==> src/pscc_consts.vh <==
// Constants for the supply and charger control block: register offsets,
// field positions, reset values and timing counts.
// Assumes an 8-bit special-function register port from the MCU, 40 MHz clock.
//
// Operation
// - I/O supply level field, bits 6:4
// - Core coarse level field, bits 3:1
// - Bit 0 adds one fine core step
// - Source-present sets after debounce interval
// - Source removal reported after same debounce
// - Charger enable drives current request immediately
// - Trickle below 3.0 V requests one tenth
// - Four-bit charge current code, reset 0101
// - Over-temperature flag follows sensed comparator
// - Phase reads 00 unless bit 7 set
// - Current band field reports measured band
// - Charging status rises after one second
// - Charging status falls at once below 7.5%
// - Test bit reads set when no current flows, unfiltered
// - Over-temperature threshold select, reset 10
// - Monitor rate select bit, reset 1
// - Main supply enable bit, reset 1
// - Always-on writes land after 3+4 clocks
// - Long-press flag reported from key timer
`ifndef PSCC_CONSTS_VH
`define PSCC_CONSTS_VH

// =====================================================
// Register offsets
`define PSCC_A_SUPPLY_LEVEL   8'h90
`define PSCC_A_IO_CURLIM      8'h92
`define PSCC_A_CHG_CTRL       8'h94
`define PSCC_A_CHARGER_DETECT_STATUS        8'h95
`define PSCC_A_CHG_TEMP       8'h97
`define PSCC_A_MON_ADC        8'h9B
`define PSCC_A_BAT_READ       8'h9C
`define PSCC_A_TEMP_READ      8'h9D
`define PSCC_A_WIRE_READ      8'h9E
`define PSCC_A_PIN_SHARED     8'hA4
`define PSCC_A_SYS_VOLT       8'hA5
`define PSCC_A_AON_CTRL       8'hA7
`define PSCC_A_KEY_STATUS     8'hA9

// =====================================================
// Reset values
`define PSCC_R_SUPPLY_LEVEL   8'h58
`define PSCC_R_IO_CURLIM      8'h00
`define PSCC_R_CHG_CTRL       8'h05
`define PSCC_R_CHG_TEMP       8'h6F
`define PSCC_R_MON_ADC        8'hC0
`define PSCC_R_PIN_SHARED     8'h40
`define PSCC_R_SYS_VOLT       8'h00
`define PSCC_R_AON_CTRL       8'h67
`define PSCC_R_KEY_STATUS     8'h20

// =====================================================
// Field positions
`define PSCC_F_IO_LVL_HI      6
`define PSCC_F_IO_LVL_LO      4
`define PSCC_F_CORE_LVL_HI    3
`define PSCC_F_CORE_LVL_LO    1
`define PSCC_F_CORE_FINE      0
`define PSCC_F_SRC_PRESENT    7
`define PSCC_F_CHG_EN         5
`define PSCC_F_TRICKLE_EN     4
`define PSCC_F_CUR_HI         3
`define PSCC_F_CUR_LO         0
`define PSCC_F_OVERHEAT       7
`define PSCC_F_CHG_TEST       6
`define PSCC_F_THR_HI         5
`define PSCC_F_THR_LO         4
`define PSCC_F_RATE_SEL       7
`define PSCC_F_MAIN_EN        0
`define PSCC_F_LONG_PRESS     6
`define PSCC_F_SHORT_PRESS    7

// =====================================================
// Timing: figures in their own units, counts derived at 40 MHz
`define PSCC_CLK_HZ           40000000
`define PSCC_DEB_LONG_MS      16
`define PSCC_DEB_SHORT_US     41
`define PSCC_CHG_QUAL_S       1
`define PSCC_DEB_LONG_CYC     ((`PSCC_DEB_LONG_MS * `PSCC_CLK_HZ) / 1000)
`define PSCC_DEB_SHORT_CYC    ((`PSCC_DEB_SHORT_US * (`PSCC_CLK_HZ / 1000)) / 1000)
`define PSCC_CHG_QUAL_CYC     (`PSCC_CHG_QUAL_S * `PSCC_CLK_HZ)
`define PSCC_AON_MCU_CYC      3
`define PSCC_AON_LF_CYC       4

`endif

==> src/pscc_sync.v <==
// Two-flop synchroniser for a group of level signals from the analog side.
// Assumes inputs are quasi-static levels; no pulse is guaranteed to pass.
`timescale 1ns/1ps
module pscc_sync #(
  parameter W = 8
) (
  input  wire         clk_i,   // MCU clock
  input  wire         srst_i,  // Synchronous reset
  input  wire [W-1:0] d_i,     // Asynchronous levels
  output reg  [W-1:0] q_o      // Synchronised levels
);
  // =====================================================
  // Stages
  reg [W-1:0] meta_q;  // First stage, read only by second stage

  // Two flops in series
  always @(posedge clk_i) begin
    if (srst_i) begin
      meta_q <= {W{1'b0}};
      q_o    <= {W{1'b0}};
    end else begin
      meta_q <= d_i;
      q_o    <= meta_q;
    end
  end
endmodule

==> src/pscc_top.v <==
// Supply and charger control: special-function registers of the power unit.
// Assumes an 8-bit register port from the MCU, analog levels arriving
// asynchronously, and a free-running low-frequency clock given as a level.
`timescale 1ns/1ps
`include "pscc_consts.vh"
module pscc_top #(
  parameter [31:0] DEB_LONG_CYC  = `PSCC_DEB_LONG_CYC,   // Source debounce, long
  parameter [31:0] DEB_SHORT_CYC = `PSCC_DEB_SHORT_CYC,  // Source debounce, short
  parameter [31:0] CHG_QUAL_CYC  = `PSCC_CHG_QUAL_CYC    // Charging qualify time
) (
  input  wire       clk_i,              // MCU clock, 40 MHz
  input  wire       srst_i,             // Synchronous reset, active high
  input  wire       reg_sel_i,          // Register access strobe, bank selected
  input  wire       reg_wr_i,           // 1 write, 0 read
  input  wire [7:0] reg_addr_i,         // Register offset
  input  wire [7:0] reg_wdata_i,        // Write data
  output reg  [7:0] reg_rdata_o,        // Read data, one cycle after strobe
  input  wire       deb_short_i,        // Selects short source debounce
  input  wire       lf_clk_i,           // Low-frequency clock, sampled
  input  wire       src_present_i,      // Comparator: source above thresholds
  input  wire       src_absent_i,       // Comparator: source below thresholds
  input  wire       bat_low_i,          // Comparator: battery below 3.0 V
  input  wire       overheat_i,         // Comparator: over temperature
  input  wire       cur_tenth_i,        // Current at or above one tenth
  input  wire       cur_low_i,          // Current at or below 7.5 %
  input  wire       cur_flow_i,         // Any charge current flowing
  input  wire [1:0] phase_i,            // Charging phase from charger
  input  wire [2:0] band_i,             // Measured current band
  input  wire       long_press_i,       // Key held longer than set time
  input  wire [6:0] bat_level_i,        // Battery reading
  input  wire [6:0] temp_level_i,       // Temperature reading
  input  wire [5:0] wire_level_i,       // Wire-remote reading
  output reg  [2:0] io_supply_level_o,  // I/O supply code
  output reg  [2:0] core_supply_level_o,// Core coarse code
  output reg        core_supply_fine_o, // Core fine step enable
  output reg        charge_enable_o,    // Charge circuit enable
  output reg  [3:0] charge_current_o,   // Requested current code
  output reg        charge_tenth_o,     // Request one tenth of code
  output reg  [1:0] overheat_threshold_sel_o, // Temperature threshold
  output reg        monitor_rate_sel_o, // Monitor ADC rate
  output reg        main_supply_enable_o// Main supply enable
);
  // =====================================================
  // Synchronised analog inputs
  wire [33:0] sync_w;  // All status levels after two flops
  pscc_sync #(.W(34)) u_sync (
    .clk_i  (clk_i),
    .srst_i (srst_i),
    .d_i    ({lf_clk_i, src_present_i, src_absent_i, bat_low_i, overheat_i,
              cur_tenth_i, cur_low_i, cur_flow_i, phase_i, band_i, long_press_i,
              bat_level_i, temp_level_i, wire_level_i}),
    .q_o    (sync_w)
  );
  wire       lf_s       = sync_w[33];     // Low-frequency clock level
  wire       present_s  = sync_w[32];     // Source present condition
  wire       absent_s   = sync_w[31];     // Source absent condition
  wire       bat_low_s  = sync_w[30];     // Battery below 3.0 V
  wire       hot_s      = sync_w[29];     // Over temperature
  wire       tenth_s    = sync_w[28];     // Current at or above a tenth
  wire       cur_low_s  = sync_w[27];     // Current at or below 7.5 %
  wire       flow_s     = sync_w[26];     // Current flowing
  wire [1:0] phase_s    = sync_w[25:24];  // Phase
  wire [2:0] band_s     = sync_w[23:21];  // Band
  wire       long_s     = sync_w[20];     // Long press
  wire [6:0] bat_s      = sync_w[19:13];  // Battery reading
  wire [6:0] temp_s     = sync_w[12:6];   // Temperature reading
  wire [5:0] wire_s     = sync_w[5:0];    // Wire reading

  // =====================================================
  // Software-writable registers and internal state
  reg [7:0] level_q;     // Supply level select
  reg [7:0] curlim_q;    // I/O supply current limit
  reg [7:0] chgctl_q;    // Charger control, writable bits
  reg [7:0] tlim_q;      // Charge temperature limit
  reg [7:0] adc_q;       // Monitor ADC control
  reg [7:0] pinsh_q;     // Pin shared supply control
  reg [7:0] sysv_q;      // System voltage detect
  reg [7:0] aon_q;       // Always-on control, value in effect
  reg [7:0] aon_pend_q;  // Always-on value waiting to land
  reg [4:0] keyres_q;    // Key status reserved bits 7 and 5:3
  reg       src_q;       // Debounced source present
  reg [31:0] deb_cnt_q;  // Source debounce counter
  reg       chg_stat_q;  // Charging status
  reg [31:0] qual_cnt_q; // Charging qualify counter
  reg [1:0] aon_mcu_q;   // MCU cycles since always-on write
  reg [2:0] aon_lf_q;    // Low-frequency edges since write
  reg       aon_busy_q;  // Always-on write in flight
  reg       lf_prev_q;   // Previous low-frequency level

  wire wr_w = reg_sel_i & reg_wr_i;   // Register write this cycle
  wire rd_w = reg_sel_i & ~reg_wr_i;  // Register read this cycle

  // Write strobe per offset
  function wr_hit;
    input [7:0] a;
    begin
      wr_hit = wr_w & (reg_addr_i == a);
    end
  endfunction

  // =====================================================
  // Register writes; reserved bits simply store
  always @(posedge clk_i) begin
    if (srst_i) begin
      level_q  <= `PSCC_R_SUPPLY_LEVEL;  // 101, 100, 0
      curlim_q <= `PSCC_R_IO_CURLIM;
      chgctl_q <= `PSCC_R_CHG_CTRL;      // Current code 0101, enable 0
      tlim_q   <= `PSCC_R_CHG_TEMP;      // Threshold 10
      adc_q    <= `PSCC_R_MON_ADC;       // Rate select 1
      pinsh_q  <= `PSCC_R_PIN_SHARED;
      sysv_q   <= `PSCC_R_SYS_VOLT;
      keyres_q <= 5'h08;                 // Reserved bits 5:3 reset to 100
    end else begin
      if (wr_hit(`PSCC_A_SUPPLY_LEVEL)) level_q  <= reg_wdata_i;
      if (wr_hit(`PSCC_A_IO_CURLIM))    curlim_q <= reg_wdata_i;
      if (wr_hit(`PSCC_A_CHG_CTRL))     chgctl_q <= {1'b0, reg_wdata_i[6:0]};
      if (wr_hit(`PSCC_A_CHG_TEMP))     tlim_q   <= reg_wdata_i;
      if (wr_hit(`PSCC_A_MON_ADC))      adc_q    <= reg_wdata_i;
      if (wr_hit(`PSCC_A_PIN_SHARED))   pinsh_q  <= reg_wdata_i;
      if (wr_hit(`PSCC_A_SYS_VOLT))     sysv_q   <= reg_wdata_i;
      if (wr_hit(`PSCC_A_KEY_STATUS))
        keyres_q <= {reg_wdata_i[7], reg_wdata_i[5:3], 1'b0};
    end
  end

  // =====================================================
  // Always-on write: lands after 3 MCU clocks and 4 low-frequency edges
  always @(posedge clk_i) begin
    if (srst_i) begin
      aon_q      <= `PSCC_R_AON_CTRL;    // Main enable resets to 1
      aon_pend_q <= `PSCC_R_AON_CTRL;
      aon_busy_q <= 1'b0;
      aon_mcu_q  <= 2'h0;
      aon_lf_q   <= 3'h0;
      lf_prev_q  <= 1'b0;
    end else begin
      lf_prev_q <= lf_s;
      if (wr_hit(`PSCC_A_AON_CTRL)) begin
        // New write restarts the wait; the older value is superseded
        aon_pend_q <= reg_wdata_i;
        aon_busy_q <= 1'b1;
        aon_mcu_q  <= 2'h0;
        aon_lf_q   <= 3'h0;
      end else if (aon_busy_q) begin
        if (aon_mcu_q != 2'd`PSCC_AON_MCU_CYC)
          aon_mcu_q <= aon_mcu_q + 2'h1;
        else if (aon_lf_q != 3'd`PSCC_AON_LF_CYC) begin
          if (lf_s & ~lf_prev_q)
            aon_lf_q <= aon_lf_q + 3'h1;
        end else begin
          aon_q      <= aon_pend_q;  // Value takes effect and reads back
          aon_busy_q <= 1'b0;
        end
      end
    end
  end

  // =====================================================
  // Source-present debounce: the opposite condition must persist
  wire [31:0] deb_len_w = deb_short_i ? DEB_SHORT_CYC : DEB_LONG_CYC;
  wire        src_flip_w = src_q ? absent_s : present_s;
  always @(posedge clk_i) begin
    if (srst_i) begin
      src_q     <= 1'b0;
      deb_cnt_q <= 32'h0;
    end else if (!src_flip_w) begin
      deb_cnt_q <= 32'h0;                // Condition broke, restart
    end else if (deb_cnt_q >= deb_len_w - 32'h1) begin
      src_q     <= ~src_q;               // Attach or removal
      deb_cnt_q <= 32'h0;
    end else begin
      deb_cnt_q <= deb_cnt_q + 32'h1;
    end
  end

  // =====================================================
  // Charging status: slow rise, fast fall
  always @(posedge clk_i) begin
    if (srst_i) begin
      chg_stat_q <= 1'b0;
      qual_cnt_q <= 32'h0;
    end else if (chg_stat_q) begin
      qual_cnt_q <= 32'h0;
      if (cur_low_s)
        chg_stat_q <= 1'b0;              // Drop without delay
    end else if (!tenth_s) begin
      qual_cnt_q <= 32'h0;               // Must be continuous
    end else if (qual_cnt_q >= CHG_QUAL_CYC - 32'h1) begin
      chg_stat_q <= 1'b1;                // Held for one second
      qual_cnt_q <= 32'h0;
    end else begin
      qual_cnt_q <= qual_cnt_q + 32'h1;
    end
  end

  // =====================================================
  // Status words
  wire [1:0] phase_rd_w = hot_s ? phase_s : 2'b00;  // Masked phase
  wire [7:0] det_w = {hot_s,                        // Over-temperature
                      ~flow_s,                      // Unfiltered test bit
                      phase_rd_w,
                      band_s,                       // Current band
                      chg_stat_q};
  wire [7:0] ctl_rd_w = {src_q, chgctl_q[6:0]};

  // =====================================================
  // Read mux, registered
  always @(posedge clk_i) begin
    if (srst_i) begin
      reg_rdata_o <= 8'h00;
    end else if (rd_w) begin
      case (reg_addr_i)
        `PSCC_A_SUPPLY_LEVEL: reg_rdata_o <= level_q;
        `PSCC_A_IO_CURLIM:    reg_rdata_o <= curlim_q;
        `PSCC_A_CHG_CTRL:     reg_rdata_o <= ctl_rd_w;
        `PSCC_A_CHARGER_DETECT_STATUS:      reg_rdata_o <= det_w;
        `PSCC_A_CHG_TEMP:     reg_rdata_o <= tlim_q;
        `PSCC_A_MON_ADC:      reg_rdata_o <= adc_q;
        `PSCC_A_BAT_READ:     reg_rdata_o <= {1'b0, bat_s};
        `PSCC_A_TEMP_READ:    reg_rdata_o <= {1'b0, temp_s};
        `PSCC_A_WIRE_READ:    reg_rdata_o <= {2'b00, wire_s};
        `PSCC_A_PIN_SHARED:   reg_rdata_o <= pinsh_q;
        `PSCC_A_SYS_VOLT:     reg_rdata_o <= sysv_q;
        `PSCC_A_AON_CTRL:     reg_rdata_o <= aon_q;
        `PSCC_A_KEY_STATUS:   reg_rdata_o <= {keyres_q[4], long_s, keyres_q[3:1], 3'b000};
        default:              reg_rdata_o <= 8'h00;  // Unmapped reads zero
      endcase
    end
  end

  // =====================================================
  // Outputs to the analog side, all from flops
  always @(posedge clk_i) begin
    if (srst_i) begin
      io_supply_level_o        <= 3'b101;
      core_supply_level_o      <= 3'b100;
      core_supply_fine_o       <= 1'b0;
      charge_enable_o          <= 1'b0;
      charge_current_o         <= 4'h5;
      charge_tenth_o           <= 1'b0;
      overheat_threshold_sel_o <= 2'b10;
      monitor_rate_sel_o       <= 1'b1;
      main_supply_enable_o     <= 1'b1;
    end else begin
      io_supply_level_o   <= level_q[`PSCC_F_IO_LVL_HI:`PSCC_F_IO_LVL_LO];
      core_supply_level_o <= level_q[`PSCC_F_CORE_LVL_HI:`PSCC_F_CORE_LVL_LO];
      core_supply_fine_o  <= level_q[`PSCC_F_CORE_FINE];
      // Enable passes with no qualifying wait; software set up USB domain
      charge_enable_o     <= chgctl_q[`PSCC_F_CHG_EN];
      charge_current_o    <= chgctl_q[`PSCC_F_CUR_HI:`PSCC_F_CUR_LO];
      charge_tenth_o      <= chgctl_q[`PSCC_F_TRICKLE_EN] & bat_low_s;
      overheat_threshold_sel_o <= tlim_q[`PSCC_F_THR_HI:`PSCC_F_THR_LO];
      monitor_rate_sel_o  <= adc_q[`PSCC_F_RATE_SEL];
      main_supply_enable_o <= aon_q[`PSCC_F_MAIN_EN];
    end
  end
endmodule

==> config.mk <==
export PLATFORM = sky130hd
export DESIGN_NAME = pscc_top
export DESIGN_NICKNAME = d
export VERILOG_FILES = /design/src/pscc_sync.v /design/src/pscc_top.v
export VERILOG_INCLUDE_DIRS = /design/src
export SDC_FILE = /design/constraint.sdc
export NUM_CORES = 1
export LEC_CHECK = 0
export BUFFER_PORTS_ARGS = -buffer_cell sky130_fd_sc_hd__buf_2
export CORE_MARGIN = 4
export CORE_UTILIZATION = 48
export CTS_CLUSTER_DIAMETER = 40
export DETAILED_ROUTE_END_ITERATION = 7
export PLACE_DENSITY = 0.72
export SLEW_MARGIN = 5
export SYNTH_ARGS = -nofsm -noshare
export SYNTH_HDL_FRONTEND = slang
export SYNTH_SLANG_ARGS = --single-unit
export TNS_END_PERCENT = 50
==> constraint.sdc <==
create_clock -name clk_i -period 4.9 [get_ports clk_i]
set_input_delay 0.49 -clock clk_i [delete_from_list [all_inputs] [get_ports clk_i]]
set_output_delay 0.49 -clock clk_i [all_outputs]
set_load 0.05 [all_outputs]
==> results_dict.tcl <==
set metrics [dict create \
    post_drt_wl_per_cell_um 15.84 \
    start_kind "register" \
    busiest_layer "met2" \
    critPathRequiredTime_ns 5.28 \
    min-delay-start "temp_level_i[3]" \
    synth_compound_area_frac 0.09450 \
    grt_use_total 0.1932 \
    vdd_drop_max_uv 269.7 \
    fp.dieArea_um2 21630 \
    drive_gt1_frac 0.1615 \
    grt_pass1_vias 6791 \
    vias 6993 \
    fmax_mhz 394.8 \
    insertion_delay_ns 0.54 \
    final.setup.tns_ns 0 \
    synth-main-ff-cell "dfxtp_1" \
    rows 50 \
    clk_pin_slew_ns 0.06 \
    syn-instance-count 976 \
    synth-simple-area-share 0.2396 \
    multi_input_area_um2 4195 \
    ant_nets 0 \
    period_minus_slack_ns 2.533 \
    arrival_ns 2.92 \
    cts-root-buf "clkbuf_16" \
    final_cell_mix "dfxtp_1, nor2b_1, nor2_1" \
    placed_cells 1276 \
    postCtsHoldBufs 0 \
    routed_via_density 5.254 \
    grt_max_degree 91 \
    startpoint "qual_cnt_q[0]" \
    path_class "reg -> reg" \
    post_synth_mux_area_share 0.04974 \
    max-cap-violations 0 \
    synth.area.top_cells "dfxtp_1, nor2b_1, mux2i_1, nor2_1, nand2_1" \
    power_leakage_nw 4.178 \
    r2r_start "qual_cnt_q[0]" \
    routed_wl_um 21080 \
    synth_edf_count 0 \
    initialDrtViolationCount 653 \
    ys_types 55 \
    clock_sinks 241 \
    nets 1118 \
    setup_violations 0 \
    port_buffers 79 \
    diodes 0 \
    cts_buffer_depth 3 \
    place_congestion 0.9856 \
    met3_usage 0.04072 \
    core-area_um2 18830 \
    placed_cell_area_um2 9856 \
    first_pass_iters 6 \
    worst_pin_slew_ns 0.8931 \
    post-route-drc-count 0 \
    cts_setup_buffers 0 \
    cts_tree "done" \
    async_reset_ff_frac 0 \
    hold_path.class "in -> reg" \
    synth-seq-cells 241 \
    io_pins 80 \
    die_w_um 147.1 \
    synth_top_area_frac 0.5198 \
    fin_crit_sh 0.5170 \
    drv_slew 0 \
    cp-end-kind "register" \
    synthesis.area_um2 9281 \
    use_met1 0.2689 \
    h-tree-depth 1 \
    power.density_nw_per_um2 406.6 \
    yosysTopAreaCell "dfxtp_1" \
    seqCellArea_um2 4825 \
    nFillCells 1631 \
    rsz0062_at_grt "no" \
    cts_made_buffers 31 \
    synth.avg_cell_area_um2 9.510 \
    syn_to_final_growth_pct 17.66 \
    synth_top_family_by_area "simple AND/OR/NAND/NOR gates" \
    yosys.area_share.adder 0.01887 \
    antenna_found_initial 0 \
    grt_overflow_total 0 \
    hold_viol 0 \
    stdcell_area_um2 10920 \
    slew_headroom 0.4046 \
    critical_path.max_fanout 26 \
    yosys_warnings 0 \
    grt_first_pass_wirelength_um 34710 \
    fin_cells 1331 \
    post_cts_resized 0 \
    grt_util_met2 0.3007 \
    ys_seq_area_frac 0.5198 \
    mostFrequentLayoutCell "dfxtp_1" \
    skew_ns 0.01253 \
    synth_xor_area_frac 0.04246 \
    status "finished, final reports clean" \
    die_y_um 147.1 \
    hpwl_um 14180 \
    initial_core_util 0.4929 \
]
==> critical path: stages, from the launching register on <==
cell     delay, ns
dfxtp_1       0.36
ha_1          0.22
nand2_1       0.08
nor3_1        0.51
o31ai_1       0.16
a21oi_1       0.19
or4b_1        0.73
nor2_1        0.12
==> cell type report <==
| cell class | count | share of cell area |
|---|---|---|
| Sequential cell | 241 | 0.4418 |
| Multi-Input combinational cell | 672 | 0.3842 |
| Clock buffer | 36 | 0.07459 |
| Timing Repair Buffer | 85 | 0.04056 |
| Tap cell | 260 | 0.02979 |
| Clock inverter | 19 | 0.02291 |
| Inverter | 18 | 0.006187 |
==> metrics by stage <==
step | hold slack [ns] | power (mW) | worst slack [ns] | utilization
final | 0.1557 | 4.440 | 2.367 | 0.5799
after global routing | 0.1431 | 4.595 | 2.035 | 0.5799
after CTS | 0.1418 | 4.483 | 2.387 | 0.5799
after global placement | 0.4168 | 2.189 | 2.000 | 0.5234
after detailed placement | 0.4239 | 2.191 | 1.863 | 0.5234
after floorplan | 0.4024 | 2.136 | 2.555 | -
==> state kept, by name, summed over array words and instances (netlist names), 4 cells and up <==
signal,cells
deb_cnt_q,32
pinsh_q,8
aon_q,8
tlim_q,8
charge_current_o,4
reg_rdata_o,8
u_sync.meta_q,34
u_sync.q_o,34
curlim_q,8
aon_pend_q,8
sysv_q,8
keyres_q,4
qual_cnt_q,32
adc_q,8
chgctl_q,7
level_q,8
==> report_power, final <==
part / leakage, nW / internal (mW) / switching, mW
Sequential: 1.96 / 2.00 / 0.0112
Clock: 0.515 / 1.42 / 0.868
Combinational: 1.70 / 0.0517 / 0.0918
Total: 4.18 / 3.47 / 0.971
==> final timing paths <==
kind / end / slack [ns] / cells after the start
setup / recovery: qual_cnt_q[2] / 2.37 / 7
hold reg to reg: u_sync.q_o[20] / 0.43 / 1
setup reg to reg: qual_cnt_q[2] / 2.37 / 7
hold / removal: u_sync.meta_q[9] / 0.16 / 2
==> logic make-up after synthesis <==
group | after synthesis
AOI/OAI and AO/OA | 125
adders and majority gates | 14
DFF | 241
buffers and inverters | 79
xor gates and xnor gates | 45
other | 1
muxes | 46
and+or+nand+nor | 425
==> synthesized netlist by cell type (all sizes together) (2+ instances only) <==
cell type  instances
xor2              19
dfxtp            241
mux2i             45
clkbuf            48
o211ai             3
o31ai              2
nor4               6
ha                14
nand2             71
a211o             21
o22ai              5
xnor2             26
and3              16
a22oi             12
buf               13
nor4bb             2
nand3b             7
a32o               2
a21oi             37
or4                2
nor3              20
nand2b             2
nor3b              2
a311oi             2
and4               5
nand4             12
a21o               2
and2               7
nand3             45
or2               10
a22o               5
a211oi             5
inv               18
a222oi             6
o21ai             10
nor2b             99
a31oi              5
nor2             115
==> per-layer routing <==
metal | vias up | wire [um]
met1 | 3192 | 9432
met5 | - | 0
met3 | 57 | 1594
li1 | 3470 | -
met2 | 274 | 9373
met4 | 0 | 680
Power figures use the tool's default switching activity.
